[src/rtl/cre_pkg.sv]
package cre_pkg;
   localparam int PC_W = 21;                      // Program counter width
   localparam int LVL_W = 5;                      // Stack level width
   // Opcode patterns
   localparam logic [15:0] CALL_MASK = 16'hf800;
   localparam logic [15:0] CALL_VAL = 16'hd800;
   localparam logic [15:0] RESET_VAL = 16'h00ff;
   localparam logic [15:0] INTRET_MASK = 16'hfffe;
   localparam logic [15:0] INTRET_VAL = 16'h0010;
   localparam logic [15:0] LITRET_MASK = 16'hff00;
   localparam logic [15:0] LITRET_VAL = 16'h0c00;
   // Register byte offsets
   localparam logic [7:0] ADR_INSTR = 8'h00;
   localparam logic [7:0] ADR_PC = 8'h04;
   localparam logic [7:0] ADR_ACC = 8'h08;
   localparam logic [7:0] ADR_FLAGS = 8'h0c;
   localparam logic [7:0] ADR_BANK = 8'h10;
   localparam logic [7:0] ADR_SACC = 8'h14;
   localparam logic [7:0] ADR_SFLAGS = 8'h18;
   localparam logic [7:0] ADR_SBANK = 8'h1c;
   localparam logic [7:0] ADR_IRQ = 8'h20;
   localparam logic [7:0] ADR_PCHI = 8'h24;
   localparam logic [7:0] ADR_PCUP = 8'h28;
   localparam logic [7:0] ADR_STATE = 8'h2c;
   localparam logic [7:0] ADR_STACK = 8'h30;
   // Field positions
   localparam int IRQ_HIGH_BIT = 7;
   localparam int IRQ_LOW_BIT = 6;
   localparam int IRQ_LVL_BIT = 0;
   localparam int ST_BUSY_BIT = 0;
   localparam int ST_ILL_BIT = 1;
   localparam int STK_LVL_LSB = 24;
   // Reset values
   localparam logic [PC_W-1:0] PC_RST = 21'h000000;
   localparam logic [7:0] ACC_RST = 8'h00;
   localparam logic [7:0] FLAGS_RST = 8'h00;
   localparam logic [3:0] BANK_RST = 4'h0;
   localparam logic [7:0] LATCH_RST = 8'h00;
   // Quarter phases
   localparam logic [1:0] Q2 = 2'h1;
   localparam logic [1:0] Q4 = 2'h3;
   localparam logic [PC_W-1:0] PC_STEP = 21'h000002;
   typedef enum logic [2:0] {
      OP_NONE = 3'b000,
      OP_CALL = 3'b001,
      OP_RESET = 3'b010,
      OP_INTRET = 3'b011,
      OP_LITRET = 3'b100
   } cre_op_t;
   typedef enum logic {
      EX_IDLE = 1'b0,
      EX_RUN = 1'b1
   } cre_ex_t;
   typedef struct packed {
      cre_op_t op;                                 // Decoded operation
      logic [10:0] offset;                         // Signed word offset
      logic shadow;                                // Shadow restore select
      logic [7:0] literal;                         // Immediate value
   } cre_dec_t;
endpackage : cre_pkg

[src/rtl/cre_decode.sv]
`timescale 1ns/10ps
`default_nettype none
module cre_decode (
   input wire logic [15:0] instr,                 // Instruction word
   output cre_pkg::cre_dec_t dec                  // Decoded fields
);
   // Pure pattern match, no state
   always_comb begin
      dec.offset = instr[10:0];
      dec.shadow = instr[0];
      dec.literal = instr[7:0];
      if ((instr & cre_pkg::CALL_MASK) == cre_pkg::CALL_VAL) begin
         dec.op = cre_pkg::OP_CALL;
      end else if (instr == cre_pkg::RESET_VAL) begin
         dec.op = cre_pkg::OP_RESET;
      end else if ((instr & cre_pkg::INTRET_MASK) == cre_pkg::INTRET_VAL) begin
         dec.op = cre_pkg::OP_INTRET;
      end else if ((instr & cre_pkg::LITRET_MASK) == cre_pkg::LITRET_VAL) begin
         dec.op = cre_pkg::OP_LITRET;
      end else begin
         dec.op = cre_pkg::OP_NONE;               // Anything else is a nop here
      end
   end
endmodule : cre_decode
`default_nettype wire

[src/rtl/cre_ret_stack.sv]
`timescale 1ns/10ps
`default_nettype none
module cre_ret_stack #(
   parameter int DEPTH = 31,                      // Entries
   parameter int W = 21                           // Entry width
) (
   input wire logic clk,                          // Clock
   input wire logic rst_n,                        // Async reset, low
   input wire logic clear,                        // Empty the stack
   input wire logic push,                         // Push request
   input wire logic pop,                          // Pop request
   input wire logic [W-1:0] push_data,            // Value to push
   output logic [W-1:0] top,                      // Current top entry
   output logic [cre_pkg::LVL_W-1:0] level        // Entries held
);
   typedef struct packed {
      logic [DEPTH-1:0][W-1:0] mem;               // Entry storage
      logic [cre_pkg::LVL_W-1:0] ptr;             // Next free slot
   } cre_stk_t;
   localparam logic [cre_pkg::LVL_W-1:0] FULL = cre_pkg::LVL_W'(DEPTH);
   cre_stk_t stk_ff;
   cre_stk_t nxt_stk;
   // Full push is dropped and empty pop ignored, so pointer never wraps
   always_comb begin
      nxt_stk = stk_ff;
      if (clear) begin
         nxt_stk.ptr = '0;
      end else if (push && stk_ff.ptr != FULL) begin
         nxt_stk.mem[stk_ff.ptr] = push_data;
         nxt_stk.ptr = stk_ff.ptr + 5'h01;
      end else if (pop && stk_ff.ptr != '0) begin
         nxt_stk.ptr = stk_ff.ptr - 5'h01;
      end
   end
   // State register
   always_ff @(posedge clk or negedge rst_n) begin
      if (!rst_n) begin
         stk_ff <= '0;
      end else begin
         stk_ff <= nxt_stk;
      end
   end
   assign top = (stk_ff.ptr == '0) ? '0 : stk_ff.mem[stk_ff.ptr - 5'h01];
   assign level = stk_ff.ptr;
endmodule : cre_ret_stack
`default_nettype wire

[src/rtl/cre_exec.sv]
`timescale 1ns/10ps
`default_nettype none
module cre_exec #(
   parameter int Q_DIV = 1,                       // Clocks per quarter
   parameter int STK_DEPTH = 31                   // Return stack entries
) (
   input wire logic hclk,                         // Bus clock
   input wire logic hresetn,                      // Async reset, low
   input wire logic hsel,                         // Slave select
   input wire logic [31:0] haddr,                 // Address
   input wire logic [1:0] htrans,                 // Transfer type
   input wire logic hwrite,                       // Write not read
   input wire logic [2:0] hsize,                  // Transfer size
   input wire logic [31:0] hwdata,                // Write data
   input wire logic hready,                       // Bus ready
   output logic hreadyout,                        // Slave ready
   output logic hresp,                            // Response
   output logic [31:0] hrdata,                    // Read data
   output logic refetch,                          // Prefetch discard pulse
   output logic soft_reset                        // Software reset pulse
);
   typedef struct packed {
      cre_pkg::cre_ex_t ex;                       // Execution state
      logic [1:0] q;                              // Quarter phase
      logic cyc;                                  // Second cycle marker
      logic [7:0] div;                            // Quarter divider
      logic [15:0] instr;                         // Instruction in flight
      // Architectural registers
      logic [cre_pkg::PC_W-1:0] program_counter;  // Program counter
      logic [7:0] acc;                            // Working accumulator
      logic [7:0] flags;                          // Status flags
      logic [3:0] bank_select_reg;                // Bank select
      logic [7:0] shadow_accumulator;             // Shadow accumulator
      logic [7:0] shadow_flags;                   // Shadow status
      logic [3:0] shadow_bank_select;             // Shadow bank select
      logic global_irq_enable_high;               // High enable
      logic peripheral_irq_enable_low;            // Low enable
      logic irq_level_low;                        // Servicing low level
      logic [7:0] pc_high_latch;                  // PC high latch
      logic [4:0] pc_upper_latch;                 // PC upper latch
      logic illegal;                              // Unknown opcode seen
      // Bus slave bookkeeping
      logic wr_pend;                              // Write data phase due
      logic [7:0] adr;                            // Captured address
      logic [31:0] rdata;                         // Read data
      logic refetch;                              // Refetch pulse
      logic srst;                                 // Soft reset pulse
   } cre_core_t;

   // Terminal count of the quarter divider
   localparam logic [7:0] Q_LAST = 8'(Q_DIV - 1);

   // Block state apart from the return stack in u_stk lives in one register
   cre_core_t st_ff;
   cre_core_t nxt_st;
   cre_pkg::cre_dec_t dec;
   // Strobes below are combinational; act_q2, act_q4 and the stack controls last one clock, qen stays high when Q_DIV is 1
   logic qen;                                     // Quarter enable
   logic act_q2;                                  // First cycle, Q2 edge
   logic act_q4;                                  // First cycle, Q4 edge
   logic stk_push;                                // Stack push
   logic stk_pop;                                 // Stack pop
   logic stk_clear;                               // Stack clear
   logic [cre_pkg::PC_W-1:0] ret_addr;            // Return address
   logic [cre_pkg::PC_W-1:0] call_target;         // Call target
   logic [cre_pkg::PC_W-1:0] stack_top_entry;     // Stack top
   logic [cre_pkg::LVL_W-1:0] stk_level;          // Stack level
   logic two_cycle;                               // Op needs two cycles

   // Opcode decode of the word in flight
   cre_decode u_dec (
      .instr(st_ff.instr),
      .dec(dec)
   );

   // Hardware return stack
   cre_ret_stack #(
      .DEPTH(STK_DEPTH),
      .W(cre_pkg::PC_W)
   ) u_stk (
      .clk(hclk),
      .rst_n(hresetn),
      .clear(stk_clear),
      .push(stk_push),
      .pop(stk_pop),
      .push_data(ret_addr),
      .top(stack_top_entry),
      .level(stk_level)
   );

   // Phase strobes and stack controls
   always_comb begin
      qen = (st_ff.div == Q_LAST);
      act_q2 = (st_ff.ex == cre_pkg::EX_RUN) && qen && (st_ff.q == cre_pkg::Q2) && !st_ff.cyc;
      act_q4 = (st_ff.ex == cre_pkg::EX_RUN) && qen && (st_ff.q == cre_pkg::Q4) && !st_ff.cyc;
      // Return address doubles as the push value
      ret_addr = st_ff.program_counter + cre_pkg::PC_STEP;
      // Offset counts words, so it is shifted left once
      call_target = ret_addr + {{9{dec.offset[10]}}, dec.offset, 1'b0};
      stk_push = act_q2 && (dec.op == cre_pkg::OP_CALL);
      stk_pop = act_q4 && (dec.op == cre_pkg::OP_INTRET || dec.op == cre_pkg::OP_LITRET);
      stk_clear = act_q2 && (dec.op == cre_pkg::OP_RESET);
      // Reset and unknown words finish in one cycle
      two_cycle = (dec.op != cre_pkg::OP_RESET) && (dec.op != cre_pkg::OP_NONE);
   end

   // Register read view, taken from the next state to avoid stale data
   // The stack word lags a push or pop made in the same cycle
   function automatic logic [31:0] rd_mux(input logic [7:0] a, input cre_core_t s,
                                          input logic [cre_pkg::PC_W-1:0] t,
                                          input logic [cre_pkg::LVL_W-1:0] l);
      logic [31:0] r;
      r = '0;
      case (a)
         cre_pkg::ADR_INSTR: r = {16'h0000, s.instr};
         cre_pkg::ADR_PC: r = {11'h000, s.program_counter};
         cre_pkg::ADR_ACC: r = {24'h000000, s.acc};
         cre_pkg::ADR_FLAGS: r = {24'h000000, s.flags};
         cre_pkg::ADR_BANK: r = {28'h0000000, s.bank_select_reg};
         cre_pkg::ADR_SACC: r = {24'h000000, s.shadow_accumulator};
         cre_pkg::ADR_SFLAGS: r = {24'h000000, s.shadow_flags};
         cre_pkg::ADR_SBANK: r = {28'h0000000, s.shadow_bank_select};
         cre_pkg::ADR_IRQ: begin
            r[cre_pkg::IRQ_HIGH_BIT] = s.global_irq_enable_high;
            r[cre_pkg::IRQ_LOW_BIT] = s.peripheral_irq_enable_low;
            r[cre_pkg::IRQ_LVL_BIT] = s.irq_level_low;
         end
         cre_pkg::ADR_PCHI: r = {24'h000000, s.pc_high_latch};
         cre_pkg::ADR_PCUP: r = {27'h0000000, s.pc_upper_latch};
         cre_pkg::ADR_STATE: begin
            r[cre_pkg::ST_BUSY_BIT] = (s.ex == cre_pkg::EX_RUN);
            r[cre_pkg::ST_ILL_BIT] = s.illegal;
         end
         cre_pkg::ADR_STACK: r = {3'h0, l, 3'h0, t};
         default: r = '0;                         // Unmapped reads as zero
      endcase
      return r;
   endfunction : rd_mux

   // Next-state logic: bus slave first, execution overrides
   always_comb begin
      nxt_st = st_ff;
      nxt_st.refetch = 1'b0;
      nxt_st.srst = 1'b0;
      // Quarter divider runs only while an instruction is in flight
      if (st_ff.ex == cre_pkg::EX_RUN && !qen) begin
         nxt_st.div = st_ff.div + 8'h01;
      end else begin
         nxt_st.div = 8'h00;
      end
      // Write data phase; architectural writes only while idle
      // Dropping busy writes keeps an op from seeing its operands move
      if (st_ff.wr_pend && st_ff.ex == cre_pkg::EX_IDLE) begin
         case (st_ff.adr)
            cre_pkg::ADR_INSTR: begin
               nxt_st.instr = hwdata[15:0];
               nxt_st.ex = cre_pkg::EX_RUN;
               nxt_st.q = 2'h0;
               nxt_st.cyc = 1'b0;
               nxt_st.illegal = 1'b0;
            end
            cre_pkg::ADR_PC: nxt_st.program_counter = hwdata[cre_pkg::PC_W-1:0];
            cre_pkg::ADR_ACC: nxt_st.acc = hwdata[7:0];
            cre_pkg::ADR_FLAGS: nxt_st.flags = hwdata[7:0];
            cre_pkg::ADR_BANK: nxt_st.bank_select_reg = hwdata[3:0];
            cre_pkg::ADR_SACC: nxt_st.shadow_accumulator = hwdata[7:0];
            cre_pkg::ADR_SFLAGS: nxt_st.shadow_flags = hwdata[7:0];
            cre_pkg::ADR_SBANK: nxt_st.shadow_bank_select = hwdata[3:0];
            cre_pkg::ADR_IRQ: begin
               nxt_st.global_irq_enable_high = hwdata[cre_pkg::IRQ_HIGH_BIT];
               nxt_st.peripheral_irq_enable_low = hwdata[cre_pkg::IRQ_LOW_BIT];
               nxt_st.irq_level_low = hwdata[cre_pkg::IRQ_LVL_BIT];
            end
            cre_pkg::ADR_PCHI: nxt_st.pc_high_latch = hwdata[7:0];
            cre_pkg::ADR_PCUP: nxt_st.pc_upper_latch = hwdata[4:0];
            default: begin
            end                                   // Read-only or unmapped
         endcase
      end
      // Q2 of the first cycle
      if (act_q2) begin
         case (dec.op)
            cre_pkg::OP_RESET: begin
               nxt_st.srst = 1'b1;
               nxt_st.program_counter = cre_pkg::PC_RST;
               nxt_st.acc = cre_pkg::ACC_RST;
               nxt_st.flags = cre_pkg::FLAGS_RST;
               nxt_st.bank_select_reg = cre_pkg::BANK_RST;
               nxt_st.shadow_accumulator = cre_pkg::ACC_RST;
               nxt_st.shadow_flags = cre_pkg::FLAGS_RST;
               nxt_st.shadow_bank_select = cre_pkg::BANK_RST;
               nxt_st.global_irq_enable_high = 1'b0;
               nxt_st.peripheral_irq_enable_low = 1'b0;
               nxt_st.irq_level_low = 1'b0;
               nxt_st.pc_high_latch = cre_pkg::LATCH_RST;
               nxt_st.pc_upper_latch = 5'h00;
            end
            default: begin
            end                                   // Push is done by the stack
         endcase
      end
      // Q4 of the first cycle
      if (act_q4) begin
         case (dec.op)
            cre_pkg::OP_CALL: begin
               nxt_st.program_counter = call_target;
            end
            cre_pkg::OP_INTRET: begin
               nxt_st.program_counter = stack_top_entry;
               // The level select decides which enable comes back
               if (st_ff.irq_level_low) begin
                  nxt_st.peripheral_irq_enable_low = 1'b1;
               end else begin
                  nxt_st.global_irq_enable_high = 1'b1;
               end
               if (dec.shadow) begin
                  nxt_st.acc = st_ff.shadow_accumulator;
                  nxt_st.flags = st_ff.shadow_flags;
                  nxt_st.bank_select_reg = st_ff.shadow_bank_select;
               end
            end
            cre_pkg::OP_LITRET: begin
               nxt_st.program_counter = stack_top_entry;
               nxt_st.acc = dec.literal;
            end
            cre_pkg::OP_RESET: begin
            end                                   // Reset already applied in Q2
            default: begin
               // Unknown word: step on and leave a mark for software
               nxt_st.program_counter = ret_addr;  // Plain step past a nop
               nxt_st.illegal = 1'b1;
            end
         endcase
      end
      // Quarter and cycle sequencing
      if (st_ff.ex == cre_pkg::EX_RUN && qen) begin
         nxt_st.q = st_ff.q + 2'h1;
         if (st_ff.q == cre_pkg::Q4) begin
            // Second cycle is a bare nop after the refetch
            if (!st_ff.cyc && two_cycle) begin
               nxt_st.cyc = 1'b1;
               nxt_st.refetch = 1'b1;
            end else begin
               nxt_st.ex = cre_pkg::EX_IDLE;
               nxt_st.cyc = 1'b0;
            end
         end
      end
      // Address phase capture, zero wait states
      // Read view uses the next state so a write just done shows
      nxt_st.wr_pend = 1'b0;
      if (hready && hsel && htrans[1]) begin
         nxt_st.adr = haddr[7:0];
         nxt_st.wr_pend = hwrite;
         if (!hwrite) begin
            nxt_st.rdata = rd_mux(haddr[7:0], nxt_st, stack_top_entry, stk_level);
         end
      end
   end

   // Single state register
   always_ff @(posedge hclk or negedge hresetn) begin
      if (!hresetn) begin
         st_ff <= '0;
      end else begin
         st_ff <= nxt_st;
      end
   end

   // Zero wait states: the slave never stretches a transfer
   assign hreadyout = 1'b1;
   assign hresp = 1'b0;
   // Read data and pulses come straight from flip-flops
   assign hrdata = st_ff.rdata;
   assign refetch = st_ff.refetch;
   assign soft_reset = st_ff.srst;
endmodule : cre_exec
`default_nettype wire

[config.mk]
export PLATFORM = sky130hd
export DESIGN_NAME = cre_exec
export DESIGN_NICKNAME = d
export VERILOG_FILES = /design/src/rtl/cre_pkg.sv /design/src/rtl/cre_decode.sv /design/src/rtl/cre_ret_stack.sv /design/src/rtl/cre_exec.sv
export SDC_FILE = /design/constraint.sdc
export NUM_CORES = 2
export LEC_CHECK = 0
export BUFFER_PORTS_ARGS = -buffer_cell sky130_fd_sc_hd__buf_2
export CAP_MARGIN = 20
export CORE_MARGIN = 1.5
export CORE_UTILIZATION = 50
export CTS_BUF_LIST = sky130_fd_sc_hd__clkbuf_2 sky130_fd_sc_hd__clkbuf_4 sky130_fd_sc_hd__clkbuf_8
export CTS_CLUSTER_SIZE = 28
export DETAILED_ROUTE_END_ITERATION = 8
export PLACE_DENSITY_LB_ADDON = 0.12
export SLEW_MARGIN = 20
export SYNTH_ARGS = -nofsm -noshare
export SYNTH_HDL_FRONTEND = slang
export SYNTH_HIERARCHICAL = 1
export SYNTH_SLANG_ARGS = --single-unit
[constraint.sdc]
create_clock -name hclk -period 4.4 [get_ports hclk]
set_input_delay 0.88 -clock hclk [delete_from_list [all_inputs] [get_ports hclk]]
set_output_delay 0.88 -clock hclk [all_outputs]
set_load 0.005 [all_outputs]
==> impl_metrics.yaml <==
status:
  outcome: "finished, final reports clean"
floorplanning:
  die_area_mm2: 0.08244
  core_area_mm2: 0.08016
  die_y_um: 287.1
  start_util_pct: 50.36
  io_pins: 110
  chipWidth_um: 287.1
  rows: 104
logic_synthesis:
  syn_inst: 3127
  ys_warn_count: 6
  ys_types: 98
  synth-edff-count: 0
  synth_seq_cells: 799
  async_flop_share_pct: 100.0
  syn_area_mm2: 0.04036
  synthFlopType: "dfrtp_1"
  avgSynthCellArea_um2: 12.91
  ys_seq_area_share_pct: 49.54
route:
  viasPerCell: 6.029
  ant_nets: 0
  drt_first_pass_iters: 6
  drc_errors: 0
  drtIter0Drc: 1793
  wl_per_cell_um: 24.99
  vias: 26170
  drt_wl_total_um: 108500
finish:
  final_common_cell: "dfrtp_1"
  fin_nets: 3289
  drive_gt1_share_pct: 40.13
  syn_to_final_growth_pct: 10.95
  final_cell_mix: "797 x dfrtp_1, 655 x mux2_2, 245 x mux2i_1, 205 x nand2_1, 171 x clkbuf_8"
  design_area_mm2: 0.04478
  n_fill_cell: 6707
global_route:
  grt_overflow_total: 0
  track_usage_pct: 26.83
  grt_start_max_net_pins: 115
  grt_pass1_wl_um: 168500
  grt_pass1_vias: 27730
  antenna_found_initial: 3
power:
  pwr_density_cell_mw_per_mm2: 420.0
  vdd_drop_max_v: 0.0004390
  p_leak_nw: 21.00
  power_w: 0.01881
worst_setup_path:
  slowest_stage: "dfrtp_1"
  cp_max_fo: 18
  r2r_setup_slack_ns: 0.21
  start_kind: "register"
  worstSetupPathType: "register to register"
  cp_top_family: "simple AND/OR/NAND/NOR gates"
  cpMostUsedCell: "buf_4"
  critPathRequiredTime_ns: 5.06
  critical_path.endpoint_type: "register"
  rr_worst_depth: 13
  worstPathArrival_ns: 4.85
  cp_num_cells: 13
  critPathMaxStageDelay_ns: 0.45
  crit_chain: "nor4_2 > nand4_1 > o21ai_1 > buf_4 > nor3b_2 > nand4_1 > buf_4 > clkinv_1 > nor2_2 > nand2_1 > nor2_2 > buf_4 > mux2_2"
  cp_num_buf_inv: 4
  regToRegStartpoint: "st_ff[129]"
  reg2reg_to: "u_stk/stk_ff[637]"
clocking:
  cts_buffer_depth: 3
  clk_latency_ns: 0.81
  post_cts_buffers: 0
  numCtsBuffers: 142
  clkTransAtPathRegs_ns: 0.06
  hold_buffers: 0
  numClockSinks: 799
  cts_tree: "yes"
  root_buffer: "clkbuf_8"
  cts_resized: 0
  cts.htree.levels: 4
sta:
  clock_skew_ns: 0.05841
  worstMarginPinSlew_ns: 1.009
  max_freq_mhz: 238.7
  hold_viol: 0
  relSlewSlack_pct: 32.50
  finalMaxSlewViolations: 0
  min_period_ns: 4.189
  setup_viol: 0
  rsz0062_at_grt: "false"
  setup_tns_ns: 0
  fin_crit_sh_pct: 95.20
place:
  place_area_mm2: 0.04192
  place_congestion: 0.9223
  dpl.hpwl_um: 71220
  io_buffers: 62
job:
  drv_cap: 0
worst_hold_path:
  hold_path_class: "input pin to async pin"
[layout make-up]
class	instances	area (um^2)	area share (%)
flip-flops and latches	799	20000	44.66
multi-input cells	2004	18790	41.95
clock buffers	216	2691	6.010
repair buffers	218	1742	3.889
well taps	1060	1326	2.962
clock inverters	22	160.2	0.3576
inverters	18	67.56	0.1509
diodes	3	7.507	0.01676
[cell usage after synthesis (all sizes together) (7+ instances only)]
library cell,n,area share [%]
a211oi,8,0.15
a21o,10,0.19
a21oi,77,0.97
a221o,14,0.35
a221oi,21,0.50
a22oi,17,0.32
a311oi,13,0.28
a31oi,11,0.17
and2,11,0.18
and3,11,0.17
buf,197,3.2
clkbuf,115,1.1
dfrtp,799,50
ha,31,0.96
inv,16,0.15
mux2,676,19
mux2i,245,6.1
mux4,117,6.5
nand2,206,1.9
nand2b,12,0.19
nand3,43,0.56
nand4,15,0.26
nor2,161,1.5
nor3,32,0.50
nor3b,7,0.14
nor4,7,0.20
nor4b,7,0.26
o211ai,8,0.15
o21ai,47,0.59
o22ai,36,0.56
o32ai,14,0.30
or2,7,0.11
or3,15,0.23
xnor2,25,0.61
xor2,16,0.39
[power breakdown]
part	switching (W)	leakage, nW	internal [W]
Combinational	0.00281	8.65	0.00126
Clock	0.00306	1.51	0.00389
Sequential	0.000274	10.8	0.00752
[worst max-delay path by stage]
stage,slack [ns],start,to
6_report,0.21,st_ff[129],u_stk/stk_ff[637]
5_1_grt,0.09,u_stk/level[2],hrdata[19]
4_1_cts,0.24,u_stk/level[2],hrdata[1]
3_5_place_dp,0.24,u_stk/level[2],hrdata[1]
3_3_place_gp,0.26,u_stk/level[2],hrdata[1]
2_1_floorplan,0.45,u_stk/level[0],hrdata[5]
[flip-flops by register name, summed over array words and instances (netlist names)]
register      count
hrdata           26
refetch           1
soft_reset        1
st_ff           115
u_stk/level       5
u_stk/stk_ff    651
[per-layer routing]
metal  up-vias  GRT usage [%]  part of all wire, %
met1     13820          37.80                   45
li1      11470              -                    -
met4         0          7.803                  2.1
met2       735          42.38                   47
met5         -              0                    0
met3       144          5.063                  5.6
[kinds of logic after synthesis]
kind of cell,synth area share [%]
AND/OR/NAND/NOR,6.947
flip-flops,49.54
other,0.01861
AO/OA/AOI/OAI,5.453
adder cells (fa/ha/maj),1.011
multiplexers,31.51
XOR/XNOR,1.060
buffers and inverters,4.467
[per-stage QoR]
step / instances / hold slack [ns] / worst slack [ns] / utilization (%)
2_1_floorplan: 3133 / 0.4400 / 0.4538 / -
3_3_place_gp: 4099 / 0.4471 / 0.2610 / 52.30
3_5_place_dp: 4099 / 0.4516 / 0.2374 / 52.30
4_1_cts: 4337 / 0.1092 / 0.2393 / 55.86
5_1_grt: 4338 / 0.1537 / 0.08758 / 55.86
6_report: 4340 / 0.1374 / 0.2111 / 55.87
[worst reg2reg max path: cells and delay by family, from the launching register on]
family	cells	cell delay, ns
and+or+nand+nor	7	1.83
buffers and inverters	4	1.13
muxes	1	0.38
DFF	1	0.45
AOI/OAI and AO/OA	1	0.28
No activity file was read; power rests on OpenSTA's default activity.
